### src/exec_defines.vh
// Constants for the six-instruction execution datapath.
// Assumes inclusion by bare name from the datapath module only.
`ifndef EXEC_DEFINES_VH
`define EXEC_DEFINES_VH

// ----------------------------------------------------------------------
// Operation codes presented on op_i
// ----------------------------------------------------------------------
`define OP_NONE                 3'h0
`define OP_REG_MINUS_WORK       3'h1
`define OP_IMM_MINUS_WORK       3'h2
`define OP_NIBBLE_EXCHANGE      3'h3
`define OP_TABLE_JUMP           3'h4
`define OP_REG_EXCLUSIVE_OR     3'h5
`define OP_IMM_EXCLUSIVE_OR     3'h6

// ----------------------------------------------------------------------
// Field positions and reset values
// ----------------------------------------------------------------------
`define FILE_ADDR_MAX           6'h3F
`define DEST_WORK               1'h0
`define DEST_FILE               1'h1
`define RESET_WORK              8'h00
`define RESET_PC                12'h000
`define PC_LOW_MSB              7
`define PC_PAGE_LSB             10

`endif

### src/sub_swap_xor_table_exec.v
// Execution datapath for subtract, nibble swap, XOR and table look-up.
// Assumes fetch/decode presents one operation per clock with the file
// register value already read; file write-back is done by the caller.
// Assumes the caller loads pc_o into its program counter while pc_load_o
// is high; the flags live here, so the three flag inputs are not read.
//
// Contract
// (RULE_01) File register minus working register, two's complement, all three flags, one cycle.
// (RULE_02) Destination bit 0 sends the result to the working register, 1 to the file register.
// (RULE_03) Immediate minus working register goes to the working register, all flags, one cycle.
// (RULE_04) Nibble swap exchanges the halves of the file register, no flags, one cycle.
// (RULE_05) Table step adds working register to PC low byte, keeps PC 9..8, loads page bits.
// (RULE_06) File register XOR working register updates zero only and follows the destination bit.
// (RULE_07) Immediate XOR working register goes to the working register, zero only, one cycle.
// (RULE_08) Zero flag marks a zero result and carry flags mean no borrow on subtraction.
`timescale 1ns/1ps
`include "exec_defines.vh"

module sub_swap_xor_table_exec (
   input  wire        sys_clk_i,
   input  wire        sys_rst_i,
   input  wire [2:0]  op_i,
   input  wire [5:0]  file_addr_i,
   input  wire [7:0]  file_data_i,
   input  wire        dest_i,
   input  wire [7:0]  imm_i,
   input  wire [1:0]  page_select_bits_i,
   input  wire [11:0] pc_i,
   input  wire        carry_i,
   input  wire        half_carry_flag_i,
   input  wire        zero_i,
   output reg  [7:0]  working_register_o,
   output reg  [11:0] pc_o,
   output reg         pc_load_o,
   output reg         file_we_o,
   output reg  [5:0]  file_addr_o,
   output reg  [7:0]  file_wdata_o,
   output reg         carry_o,
   output reg         half_carry_flag_o,
   output reg         zero_o
);

   // ----------------------------------------------------------------------
   // Helper functions
   // ----------------------------------------------------------------------

   // Subtraction a - b as a + ~b + 1; bit 8 is carry, meaning no borrow.
   function [8:0] sub9;
      input [7:0] a;
      input [7:0] b;
      begin
         sub9 = {1'b0, a} + {1'b0, ~b} + 9'h001;
      end
   endfunction

   // Half-carry out of bit 3 for a - b, meaning no borrow from bit 4.
   function sub_half;
      input [7:0] a;
      input [7:0] b;
      reg   [4:0] s;
      begin
         s = {1'b0, a[3:0]} + {1'b0, ~b[3:0]} + 5'h01;
         sub_half = s[4];
      end
   endfunction

   // Routes a result to the file register when the destination bit is set.
   function to_file;
      input d;
      begin
         to_file = (d == `DEST_FILE);
      end
   endfunction

   // Routes a result to the working register when the destination bit is clear.
   function to_work;
      input d;
      begin
         to_work = (d == `DEST_WORK);
      end
   endfunction

   // Zero test on an 8-bit result, shared by every flag-setting operation.
   function is_zero;
      input [7:0] v;
      begin
         is_zero = (v == 8'h00);
      end
   endfunction

   // Carry out of bit 3 for the table step, which adds rather than borrows.
   function add_half;
      input [3:0] a;
      input [3:0] b;
      reg   [4:0] s;
      begin
         s        = {1'b0, a} + {1'b0, b};
         add_half = s[4];
      end
   endfunction

   // ----------------------------------------------------------------------
   // Combinational result selection
   // ----------------------------------------------------------------------
   reg [8:0]  next_sum;
   reg [7:0]  next_result;
   reg        next_c;
   reg        next_half;
   reg        next_z;
   reg        next_to_file;
   reg        next_to_work;
   reg [11:0] next_pc;
   reg        next_pc_load;
   reg [8:0]  pc_sum;
   wire [7:0] swapped;

   // Nibble exchange wiring: result bit k takes file bit (k + 4) mod 8.
   genvar k;
   generate
      for (k = 0; k < 8; k = k + 1) begin : g_swap
         assign swapped[k] = file_data_i[(k + 4) % 8];
      end
   endgenerate

   // Picks the result, flags and destination for the current operation.
   // Flags that an operation does not name keep their value, as codes 0 and 7 do.
   always @* begin
      next_sum     = 9'h000;
      pc_sum       = {1'b0, pc_i[`PC_LOW_MSB:0]} + {1'b0, working_register_o};
      next_result  = 8'h00;
      next_c       = carry_o;
      next_half    = half_carry_flag_o;
      next_z       = zero_o;
      next_to_file = 1'b0;
      next_to_work = 1'b0;
      next_pc      = pc_o;
      next_pc_load = 1'b0;
      case (op_i)
         `OP_REG_MINUS_WORK: begin
            // RULE_01 file minus work
            next_sum     = sub9(file_data_i, working_register_o);
            next_result  = next_sum[7:0];
            next_c       = next_sum[8];
            next_half    = sub_half(file_data_i, working_register_o);
            // RULE_08 zero on result
            next_z       = is_zero(next_sum[7:0]);
            // RULE_02 destination bit routing
            next_to_file = to_file(dest_i);
            next_to_work = to_work(dest_i);
         end
         `OP_IMM_MINUS_WORK: begin
            // RULE_03 immediate minus work
            next_sum     = sub9(imm_i, working_register_o);
            next_result  = next_sum[7:0];
            next_c       = next_sum[8];
            next_half    = sub_half(imm_i, working_register_o);
            next_z       = is_zero(next_sum[7:0]);
            next_to_work = 1'b1;
         end
         `OP_NIBBLE_EXCHANGE: begin
            // RULE_04 swap, flags kept
            next_result  = swapped;
            next_to_file = to_file(dest_i);
            next_to_work = to_work(dest_i);
         end
         `OP_TABLE_JUMP: begin
            // RULE_05 table program-counter step
            // Carry and half-carry here are those of the addition, not a borrow.
            next_pc      = {page_select_bits_i, pc_i[9:8], pc_sum[7:0]};
            next_pc_load = 1'b1;
            next_c       = pc_sum[8];
            next_half    = add_half(pc_i[3:0], working_register_o[3:0]);
            next_z       = is_zero(pc_sum[7:0]);
         end
         `OP_REG_EXCLUSIVE_OR: begin
            // RULE_06 file XOR, zero only
            next_result  = file_data_i ^ working_register_o;
            next_z       = is_zero(next_result);
            next_to_file = to_file(dest_i);
            next_to_work = to_work(dest_i);
         end
         `OP_IMM_EXCLUSIVE_OR: begin
            // RULE_07 immediate XOR, zero only
            next_result  = imm_i ^ working_register_o;
            next_z       = is_zero(next_result);
            next_to_work = 1'b1;
         end
         default: begin
            next_result  = 8'h00;
         end
      endcase
   end

   // ----------------------------------------------------------------------
   // Registered state and outputs
   // ----------------------------------------------------------------------

   // Commits every result at the clock edge, so each operation takes one cycle.
   always @(posedge sys_clk_i) begin
      if (sys_rst_i) begin
         working_register_o <= `RESET_WORK;
         pc_o               <= `RESET_PC;
         pc_load_o          <= 1'b0;
         file_we_o          <= 1'b0;
         file_addr_o        <= 6'h00;
         file_wdata_o       <= 8'h00;
         carry_o            <= 1'b0;
         half_carry_flag_o  <= 1'b0;
         zero_o             <= 1'b0;
      end else begin
         if (next_to_work) begin
            working_register_o <= next_result;
         end
         pc_o              <= next_pc;
         pc_load_o         <= next_pc_load;
         file_we_o         <= next_to_file;
         file_addr_o       <= file_addr_i;
         // The result shows every cycle; only file_we_o says it is meant.
         file_wdata_o      <= next_result;
         carry_o           <= next_c;
         half_carry_flag_o <= next_half;
         zero_o            <= next_z;
      end
   end

endmodule

### config.mk
export PLATFORM = sky130hd
export DESIGN_NAME = sub_swap_xor_table_exec
export DESIGN_NICKNAME = d
export VERILOG_FILES = /design/src/sub_swap_xor_table_exec.v
export VERILOG_INCLUDE_DIRS = /design/src
export SDC_FILE = /design/constraint.sdc
export NUM_CORES = 1
export LEC_CHECK = 0
export BUFFER_PORTS_ARGS = -buffer_cell sky130_fd_sc_hd__buf_2
export CELL_PAD_IN_SITES_DETAIL_PLACEMENT = 1
export CELL_PAD_IN_SITES_GLOBAL_PLACEMENT = 1
export CORE_ASPECT_RATIO = 1.2
export CORE_UTILIZATION = 39
export CTS_BUF_LIST = sky130_fd_sc_hd__clkbuf_4 sky130_fd_sc_hd__clkbuf_8
export DETAILED_ROUTE_END_ITERATION = 16
export PLACE_DENSITY_LB_ADDON = 0.12
export SYNTH_ARGS = -nofsm -noshare
export SYNTH_HDL_FRONTEND = slang
export SYNTH_SLANG_ARGS = --single-unit
### constraint.sdc
create_clock -name sys_clk_i -period 2.9 [get_ports sys_clk_i]
set_input_delay 0.145 -clock sys_clk_i [delete_from_list [all_inputs] [get_ports sys_clk_i]]
set_output_delay 0.145 -clock sys_clk_i [all_outputs]
set_load 0.03 [all_outputs]
-- After elaboration in Yosys (flattened, before gate mapping)
Cells that the tools add are included.
- logic and storage cells: 47
- bits of input ports: 45
- flip-flop bits (word level): 39
- reductions and logical operators: 10
- bitwise operators: 6
- add/subtract/negate cells: 10
- mux-type cells: 6
- equal/unequal tests: 6
- operators by type and width (operator ; number):
    $logic_not 8->1 ; 5
    $pmux 8 s5 ; 1
    $add 8x8->9 ; 3
    $add 9x1->9 const B ; 2
    $xor 8x8->8 ; 2
    $add 4x4->5 ; 3
    $add 5x1->5 const B ; 2
    $eq 3x3->1 const B ; 3
    $not 8->8 ; 1
    $eq 3x2->1 const B ; 2
    $pmux 1 s3 ; 2
    $pmux 1 s5 ; 1
    $reduce_bool 5->1 ; 1
    $not 4->4 ; 1
    $reduce_or 2->1 ; 2
    $eq 3x1->1 const B ; 1
    $reduce_bool 3->1 ; 1
    $reduce_or 3->1 ; 1
    $not 1->1 ; 2
    $pmux 1 s2 ; 1
    $mux 1 ; 1

-- Depth between registers and ports, before layout
Gate-level depths: netlist of run 1.
- depth in word-level cells: 5
- depth in mapped cells: 9

-- Worst setup path before layout of run 1
OpenSTA, ideal clock, no wires.
- path kind: reg2reg
- from: register working_register_o[2]
- to: register zero_o
- arrival: 2.518 ns
- path slack: 0.294 ns
- setup time: 0.088 ns
- cell stages (with the launch flop): 9
- period minus slack after synthesis: 2.606 ns
- cells stage by stage: dfxtp_1 inv_1 ha_1 nor2b_1 o31ai_1 mux2i_1 nand3_1 or4b_1 a311oi_2
- longest elaborated chain between the ends: 5
- ends and longest elaborated chain (item ; line ; RTL):
    from (decl) ; sub_swap_xor_table_exec.v:32 ; output reg [7:0] working_register_o,
    from (signal assigned) ; sub_swap_xor_table_exec.v:201 ; working_register_o <= `RESET_WORK;
    from (signal assigned) ; sub_swap_xor_table_exec.v:212 ; working_register_o <= next_result;
    $not 8->8 ; sub_swap_xor_table_exec.v:52 ; sub9 = {1'b0, a} + {1'b0, ~b} + 9'h001;
    $add 8x8->9 ; sub_swap_xor_table_exec.v:52 ;
    $add 9x1->9 ; sub_swap_xor_table_exec.v:52 ;
    $logic_not 8->1 ; sub_swap_xor_table_exec.v:87 ; is_zero = (v == 8'h00);
    $pmux 1 s5 (*) ; sub_swap_xor_table_exec.v:138 ; case (op_i)
    to (signal assigned) ; sub_swap_xor_table_exec.v:222 ; zero_o <= next_z;
    to (decl) ; sub_swap_xor_table_exec.v:40 ; output reg zero_o
Every way passes the cells marked *; elsewhere a longest branch is shown, timed or not.
A chain may end at the register's enable or synchronous reset.

-- Worst setup path in the final report of run 1
- from: register working_register_o[5]
- to: register zero_o
The elaborated chain is that of the path after synthesis.

==> impl_results.md, run 1 <==
* Status: complete, no violations
* GRT busiest layer: met2
* Relative slew slack at between 50% and 60%
* Top cells by area, synth: dfxtp_1 (28%), ha_1 (11%), a21oi_1 (5.5%)
* Slew @ Worst Pin at 636 ps
* Pre-CTS WS at roughly 210 ps
* Met1 GRT Util at between 20% and 30%
* Ys async rst share at 0%
* Min Clock Period, post-route at about 2700 ps
* Post-Syn Instances at 356
* CP endpoint kind: flip-flop
* Total wire length at around 9000 µm
* Critical path class: reg2reg
* First-pass GRT wire length at approximately 14,000 µm
* DR vias/cell at roughly 5.6
* Net Count, Synth at around 430
* Post-CTS Hold Fix Bufs at 0
* Share of Yosys cell area claimed by the top area cell type at 27.6%
* Predominant post-synthesis flop cell: dfxtp_1
* Hold Path Stages at 2
* Crit-path most repeated cell: inv_1
* Clk root buf: clkbuf_8
* Clock Skew at between 8 and 9 ps
* Crit start category: flip-flop
* Fin. Hold Viols at 0
* Worst Path Buf+Inv at 2
* Yosys top cell by area: dfxtp_1
* Final TNS setup at 0 ps
* Vert. Die Dim at 95.2 µm
* Fin crit share at 93.1%
* Critical path arrival at 2910 ps
* Dpl hpwl at between 7000 and 8000 µm
* Post-synthesis sequential area ratio at ~28%
* Die area at 7590 µm²
* Gr usage total at 24.9%
* Initial antenna violation count at 0
* Max Root-Sink Buffers at 2
* Hold Path Class: in2reg
* # setup viols final at 0
* Leading cell type in the layout, fill and taps excluded: buf_2
* Ant diodes at 0
* Slowest cell delay on critical path at around 570 ps
* Pins Over Slew Limit at 0
* CP Depth at 8
* Synth Warn # at 0
* Reg2reg path depth at 8
* Final worst slack at about 200 ps
* Met3 Usage GRT at 2.39%
* Commonest cells after routing, fill and taps aside: buf_2 (78), nor2_1 (39), dfxtp_1 (39)
* Clock net sink count at 39
* Leakage power at roughly 1.5 nW
* Worst Path Required at between 3000 and 4000 ps
* Number of routed nets with antenna violations at 0
* Global route total overflow at 0
* DRC at 0
* Worst-path clk slew at approximately 80 ps
* Layout Area Growth over Synthesis at 20.2%
* CTS tree: yes
* Rows at 33
* Starting Density at about two fifths
* Number of synthesized flops with an enable pin at 0
* Post-synthesis cell area at 2830 µm²
* GRT met2 Usage at around 46%
* # port buffers at 78
* # IOs at between 80 and 90
* Cts bufs inserted at 5
* NumNets Final at ~500
* Mean Syn Cell Area at just under 8 µm²
* Largest net degree at the start of global routing at 33
* Later-pin clock latency in the skew report at around 290 ps
* CORE AREA at between 6000 and 7000 µm²
* Fraction of layout cells with a size suffix above 1 at between 20 and 25%
* DR vias at between 2,000 and 3,000
* First drt pass iteration count at 5
* Setup repair bufs after CTS at 0
* Critical path fanouts, max at 9
* Die width at about 80 µm
* Drt wl/cell at 17.5 µm
* DRT iter0 DRCs at between 100 and 150
* Post-CTS sizing at 0
* Synth unique cells at 56
* RSZ-0062 raised after global routing: false
* Vias in the first global route at 2,927
* Global placer's final weighted congestion at approximately 0.91
* Register bit total from synthesis at 39
* Peak VDD IR at 0.272 mV
* Pwr/cell area at 514 nW/µm²
* Kind of cell adding the most delay to the critical path: compound AO/OA/AOI/OAI gates
* Fmax achieved at 370 MHz
* Slowest CP cell: or4b_1
* MaxCap Viol Count at 0
* H-tree depth at 2
* Worst path cell trace: inv_1 > ha_1 > inv_1 > a221o_1 > a211oi_1 > nand3_1 > or4b_1 > a311oi_2
## synth_stat cells (all sizes together) (4+ instances only)
| master | instances |
|---|---|
| nor3 | 9 |
| nor2 | 39 |
| nand2b | 9 |
| nand2 | 26 |
| buf | 4 |
| dfxtp | 39 |
| o31ai | 5 |
| a21o | 5 |
| nand4 | 6 |
| clkbuf | 15 |
| o21ai | 20 |
| a21oi | 31 |
| ha | 25 |
| o22ai | 5 |
| xnor2 | 6 |
| a211oi | 12 |
| o21a | 8 |
| inv | 19 |
| xor2 | 5 |
| nand3 | 4 |
| and2 | 4 |
| nor2b | 14 |
## power by group
group          leakage [nW]  switching (mW)  total (mW)  internal (mW)
Clock                0.0581           0.211       0.468          0.257
Sequential            0.320          0.0223       0.593          0.571
Combinational          1.15           0.422       0.684          0.262
## metrics by stage
step | std cells | hold WS, ps | util, % | power, mW | cell area (µm²)
floorplan | 356 | 217 | - | 1.08 | 2830
global placement | 509 | 352 | 47.3 | 1.27 | 3280
detailed placement | 509 | 362 | 47.3 | 1.29 | 3280
CTS | 517 | 48.3 | 49.0 | 1.76 | 3400
global route | 517 | 58.3 | 49.0 | 1.85 | 3400
finish | 517 | 59.1 | 49.0 | 1.75 | 3400
## state kept, by name, summed over array words and instances (netlist names)
register / flops
file_we_o: 1
file_addr_o: 6
zero_o: 1
pc_o: 12
half_carry_flag_o: 1
file_wdata_o: 8
carry_o: 1
pc_load_o: 1
working_register_o: 8
## layer usage
metal | wire length [µm] | vias up
met5 | 0 | -
met4 | 201 | 0
met3 | 267 | 11
met2 | 4720 | 56
met1 | 3840 | 1390
li1 | - | 1425
## logic make-up after synthesis
logic type                 share of synthesized area (%)
xor gates and xnor gates                            3.41
AOI/OAI and AO/OA                                   26.4
and+or+nand+nor                                     22.9
DFF                                                 27.6
adders and majority gates                           13.2
buffers and inverters                               5.85
muxes                                              0.709
## path summary, 6_finish.rpt
kind                          from             end  slack (ps)
max          working_register_o[5]          zero_o         200
min                 file_addr_i[5]  file_addr_o[5]          60
max reg2reg  working_register_o[5]          zero_o         200
min reg2reg                pc_o[4]         pc_o[4]         460
## final cells by class
| type | count | area, µm² |
|---|---|---|
| Timing Repair Buffer | 85 | 443 |
| Clock inverter | 3 | 43.8 |
| Tap cell | 87 | 109 |
| Sequential cell | 39 | 781 |
| Fill cell | 918 | 3540 |
| Clock buffer | 5 | 68.8 |
| Inverter | 19 | 71.3 |
| Multi-Input combinational cell | 279 | 1880 |
Power figures use the tool's default switching activity.
==> inputs of run 2 (changes only) <==
--- a/config.mk
+++ b/config.mk
@@ -9,2 +9,3 @@
 export BUFFER_PORTS_ARGS = -buffer_cell sky130_fd_sc_hd__buf_2
+export CAP_MARGIN = 30
 export CELL_PAD_IN_SITES_DETAIL_PLACEMENT = 1
@@ -16,2 +17,3 @@
 export PLACE_DENSITY_LB_ADDON = 0.12
+export REMOVE_ABC_BUFFERS = 1
 export SYNTH_ARGS = -nofsm -noshare
==> constraint.sdc (replaced) <==
create_clock -name sys_clk_i -period 2.9 [get_ports sys_clk_i]
set_input_delay 0.435 -clock sys_clk_i [delete_from_list [all_inputs] [get_ports sys_clk_i]]
set_output_delay 0.435 -clock sys_clk_i [all_outputs]
set_load 0.03 [all_outputs]
==> impl_results.md, run 2 (same netlist as run 1, synthesis figures left out) <==
* Layout fillers at between 900 and 1,000
* Initial antenna violation count at 0
* Critical path class: reg2reg
* Regs by FF count: pc_o (12), file_wdata_o (8), working_register_o (8)
* Peak VDD IR at around 0.26 mV
* RSZ-0062 raised after global routing: false
* Global placer's final weighted congestion at between 0.9 and 1
* Fin. Hold Viols at 0
* Pins Over Slew Limit at 0
* Hold EP: file_addr_o[3]
* R2r endpoint: zero_o
* Pwr/cell area at 495 nW/µm²
* CP endpoint kind: flip-flop
* Final TNS setup at 0 ps
* Die width at between 70 and 80 µm
* NumNets Final at 504
* # setup viols final at 0
* Fmax achieved at about 370 MHz
* First-pass GRT wire length at 14,300 µm
* Fin crit share at around 93%
* CTS tree: yes
* Largest reg by FF count: pc_o
* Vias in the first global route at between 2,000 and 3,000
* Vert. Die Dim at between 90 and 100 µm
* Sw Share at 37.2%
* Combinational share of power at about two fifths
* Kind of cell adding the most delay to the critical path: simple AND/OR/NAND/NOR gates
* Drt wl/cell at between 15 and 20 µm
* Total wire length at between 9000 and 10,000 µm
* Cts bufs inserted at 5
* Clock group share of total power at 24.3%
* Gr usage total at between 20% and 30%
* Rows at 33
* Hold path start: file_addr_i[3]
* Clk root buf: clkbuf_8
* Status: complete, no violations
* Layout Area Growth over Synthesis at 20.4%
* Leading cell type in the layout, fill and taps excluded: buf_2
* Ant diodes at 0
* Worst Path Buf+Inv at 1
* Commonest cells after routing, fill and taps aside: buf_2 (78), nor2_1 (39), dfxtp_1 (39)
* Clock Skew at approximately 6.6 ps
* Number of routed nets with antenna violations at 0
* Dpl hpwl at about 7300 µm
* Clock net sink count at 39
* Cell Area, Placed at approximately 3300 µm²
* Die area at about 7600 µm²
* H-tree depth at 2
* Global route total overflow at 0
* RR Startpoint: working_register_o[1]
* Relative slew slack at 49.6%
* Post-CTS sizing at 0
* Crit start category: flip-flop
* DR vias/cell at around 5.6
* Starting Density at approximately two fifths
* Setup repair bufs after CTS at 0
* Max FFs per register at 12
* Slowest cell delay on critical path at 530 ps
* DRC at 0
* Worst path cell trace: inv_1 > ha_1 > nand2b_1 > a2111oi_0 > a211oi_1 > nand3_1 > or4b_1 > a311oi_2
* Fin area at 3400 µm²
* Worst-path clk slew at roughly 80 ps
* Min Clock Period, post-route at around 2700 ps
* CORE AREA at around 6900 µm²
* MaxCap Viol Count at 0
* Max Root-Sink Buffers at 2
* # port buffers at 78
* Reg2reg path depth at 8
* Slew @ Worst Pin at 737 ps
* Post-CTS Hold Fix Bufs at 0
* Psw at around 630 µW
* Fraction of layout cells with a size suffix above 1 at between 20% and 30%
* Pint at 1.06 mW
* Later-pin clock latency in the skew report at between 200 and 300 ps
* DR vias at just under 3,000
* First drt pass iteration count at 4
* Hold Path Stages at 2
* Critical path fanouts, max at 5
* Worst Path Required at just over 3000 ps
* Largest net degree at the start of global routing at 33
* # IOs at 84
* DRT iter0 DRCs at between 90 and 100
* Critical path arrival at about 2900 ps
* Flop pwr share at 35.3%
* Slowest CP cell: or4b_1
* Leakage power at about 1.5 nW
* R2R setup slack at just over 200 ps
* Hold Path Class: in2reg
-- run 2: cell count changes in the layout (fill, tap and decap cells not counted) --
cell	change
buf_4	+2
clkbuf_8	+2
bufinv_16	-1
clkbuf_4	+1
clkinv_2	-1
clkinv_4	-1
-- run 2: worst max path at each step --
stage,from,end,depth (start not counted)
2_1_floorplan,working_register_o[2],zero_o,8
3_3_place_gp,file_data_i[0],zero_o,10
3_5_place_dp,file_data_i[0],zero_o,10
4_1_cts,working_register_o[2],zero_o,8
5_1_grt,working_register_o[2],zero_o,8
6_report,working_register_o[1],zero_o,8
-- run 2: final cells by class --
cell class	instances	area (µm²)	share of cell area, %
clock buffer	8	104	3.05
inverter	19	71.3	2.10
multi-input combinational	279	1880	55.2
sequential	39	781	22.9
tap	87	109	3.20
timing repair buffer	87	458	13.5
-- run 2: power groups by stage --
stage / Sequential [mW] / Combinational, mW / Clock [mW]
floorplan: 0.674 / 0.385 / 0
global placement: 0.604 / 0.662 / 0
detailed placement: 0.607 / 0.677 / 0
CTS: 0.594 / 0.681 / 0.419
global route: 0.598 / 0.748 / 0.440
finish: 0.594 / 0.680 / 0.410
-- run 2: stage by stage --
| step | hold WS, ps | cells | utilization (%) | worst slack [ps] | total power [mW] |
|---|---|---|---|---|---|
| after floorplan | 503 | 337 | - | 294 | 1.06 |
| after global placement | 438 | 511 | 47.5 | 160 | 1.27 |
| after detailed placement | 451 | 511 | 47.5 | 69.0 | 1.28 |
| after CTS | 350 | 519 | 49.0 | 220 | 1.69 |
| after global routing | 356 | 519 | 49.0 | 75.3 | 1.79 |
| final | 353 | 519 | 49.0 | 203 | 1.68 |
-- run 2: layer usage --
metal | GRT usage (%) | up-vias | routed length [µm]
met5 | 0 | - | 0
met4 | 10.5 | 0 | 278
met3 | 2.87 | 13 | 408
met2 | 46.9 | 85 | 4650
met1 | 27.8 | 1360 | 3700
li1 | - | 1433 | -
==> inputs of run 3 (changes only) <==
--- a/config.mk
+++ b/config.mk
@@ -10,6 +10,6 @@
 export CAP_MARGIN = 30
-export CELL_PAD_IN_SITES_DETAIL_PLACEMENT = 1
-export CELL_PAD_IN_SITES_GLOBAL_PLACEMENT = 1
+export CELL_PAD_IN_SITES_DETAIL_PLACEMENT = 0
+export CELL_PAD_IN_SITES_GLOBAL_PLACEMENT = 2
 export CORE_ASPECT_RATIO = 1.2
-export CORE_UTILIZATION = 39
+export CORE_UTILIZATION = 30
 export CTS_BUF_LIST = sky130_fd_sc_hd__clkbuf_4 sky130_fd_sc_hd__clkbuf_8
--- a/constraint.sdc
+++ b/constraint.sdc
@@ -3,2 +3,2 @@
 set_output_delay 0.435 -clock sys_clk_i [all_outputs]
-set_load 0.03 [all_outputs]
+set_load 0.1 [all_outputs]
==> impl_results.md, run 3 (same netlist as run 1, synthesis figures left out) <==
* Status: complete, no violations
* Sw Share at between 40% and 50%
* Worst path cell trace: inv_1 > ha_1 > nor2b_1 > o31ai_1 > mux2i_1 > nand3_1 > or4b_1 > a311oi_2
* Fin. Hold Viols at 0
* Hold Path Class: in2reg
* CP endpoint kind: flip-flop
* Worst-path clk slew at 80 ps
* Clk root buf: clkbuf_8
* DR vias/cell at about 5
* Post-CTS sizing at 0
* DR vias at between 2,000 and 3,000
* Gr usage total at between 10% and 20%
* Critical path class: reg2reg
* Clock group share of total power at around a fifth
* DRC at 0
* Worst Path Required at 3120 ps
* Peak VDD IR at ~0.19 mV
* Largest net degree at the start of global routing at 33
* R2r endpoint: zero_o
* Final TNS setup at 0 ps
* Fin crit share at 91.0%
* Slew @ Worst Pin at around 620 ps
* Layout fillers at 999
* Reg2reg path depth at 8
* Fmax achieved at between 300 and 400 MHz
* First drt pass iteration count at 4
* Pins Over Slew Limit at 0
* Worst Path Buf+Inv at 1
* Min Clock Period, post-route at 2640 ps
* Leading cell type in the layout, fill and taps excluded: buf_2
* DRT iter0 DRCs at 119
* RSZ-0062 raised after global routing: false
* CTS tree: yes
* # setup viols final at 0
* Pint at 1.02 mW
* MaxCap Viol Count at 0
* CP Depth at 8
* Vert. Die Dim at 108 µm
* Largest reg by FF count: pc_o
* Die area at a little under 10,000 µm²
* Worst setup path start: working_register_o[2]
* # port buffers at 78
* Number of routed nets with antenna violations at 0
* R2R setup slack at roughly 260 ps
* RR Startpoint: working_register_o[2]
* Hold EP: file_addr_o[4]
* Rows at 38
* # IOs at between 80 and 90
* Global route total overflow at 0
* CORE AREA at just over 9000 µm²
* Slowest cell delay on critical path at about 530 ps
* Fraction of layout cells with a size suffix above 1 at 22.7%
* Psw at 813 µW
* Cts bufs inserted at 5
* Max FFs per register at 12
* Clock net sink count at 39
* Dpl hpwl at ~7300 µm
* Initial antenna violation count at 0
* Critical path fanouts, max at 4
* Die width at ~90 µm
* Kind of cell adding the most delay to the critical path: simple AND/OR/NAND/NOR gates
* Combinational share of power at 47.1%
* Slowest CP cell: or4b_1
* Layout Area Growth over Synthesis at 21.3%
* H-tree depth at 2
* Critical path arrival at between 2000 and 3000 ps
* Pwr/cell area at approximately 530 nW/µm²
* Hold Path Stages at 2
* Post-layout util at between 30% and 40%
* Leakage power at 1.53 nW
* Post-CTS Hold Fix Bufs at 0
* Total wire length at 8930 µm
* Starting Density at about 31%
* Commonest cells after routing, fill and taps aside: buf_2 (78), nor2_1 (39), dfxtp_1 (39)
* Ant diodes at 0
* Setup repair bufs after CTS at 0
* Hold path start: file_addr_i[4]
* Clock Skew at ~6.5 ps
* Drt wl/cell at approximately 16 µm
* Flop pwr share at 32.4%
* Vias in the first global route at 2,755
* Crit start category: flip-flop
* Max Root-Sink Buffers at 2
* NumNets Final at 504
* Regs by FF count: pc_o (12), file_wdata_o (8), working_register_o (8)
* Global placer's final weighted congestion at roughly 0.85
* First-pass GRT wire length at about 14,000 µm
* Relative slew slack at about three fifths
* Later-pin clock latency in the skew report at 300 ps
==> run 3: cell types whose count changed in the layout (fill, tap and decap cells not counted) <==
| cell | delta |
|---|---|
| clkbuf_8 | -2 |
| clkinv_2 | +1 |
| clkbuf_4 | +1 |
==> run 3: cell type report <==
type / instances / area [µm²] / area share, %
Tap cell: 120 / 150 / 4.38
Sequential cell: 39 / 781 / 22.8
Clock inverter: 1 / 5.00 / 0.146
Timing Repair Buffer: 87 / 458 / 13.4
Clock buffer: 7 / 83.8 / 2.45
Inverter: 19 / 71.3 / 2.08
Multi-Input combinational cell: 279 / 1880 / 54.8
==> run 3: metal layers <==
metal,track usage [%],share of wire [%],vias to the layer above
met5,0,0,-
met4,7.60,2.4,0
met3,2.74,3.5,13
met2,33.7,49,71
met1,22.4,45,1281
li1,-,-,1439
==> run 3: worst reg2reg max path, cell delays in order, from the launching register on <==
cell and delay (ps):
dfxtp_1 380, inv_1 110, ha_1 290, nor2b_1 150
o31ai_1 450, mux2i_1 290, nand3_1 120, or4b_1 530
a311oi_2 240
==> run 3: through the flow <==
stage | instance area (µm²) | hold slack [ps] | std cells | power [mW] | setup WS (ps)
floorplan | 2730 | 503 | 337 | 1.25 | -227
CTS | 3430 | 332 | 552 | 1.86 | 238
global placement | 3340 | 438 | 544 | 1.47 | 149
global route | 3430 | 345 | 552 | 1.94 | 22.5
finish | 3430 | 340 | 552 | 1.83 | 262
detailed placement | 3340 | 444 | 544 | 1.47 | 106
==> run 3: worst max-delay path by stage <==
stage,end,slack [ps]
2_1_floorplan,zero_o,-230
3_3_place_gp,zero_o,150
3_5_place_dp,zero_o,110
4_1_cts,zero_o,240
5_1_grt,zero_o,20
6_report,zero_o,260
==> run 3: power by group through the flow <==
stage	Clock, mW	Sequential, mW	Combinational (mW)
after CTS	0.395	0.594	0.868
after global routing	0.410	0.599	0.934
after detailed placement	0	0.607	0.865
after floorplan	0	0.860	0.385
after global placement	0	0.605	0.864
final	0.376	0.593	0.863
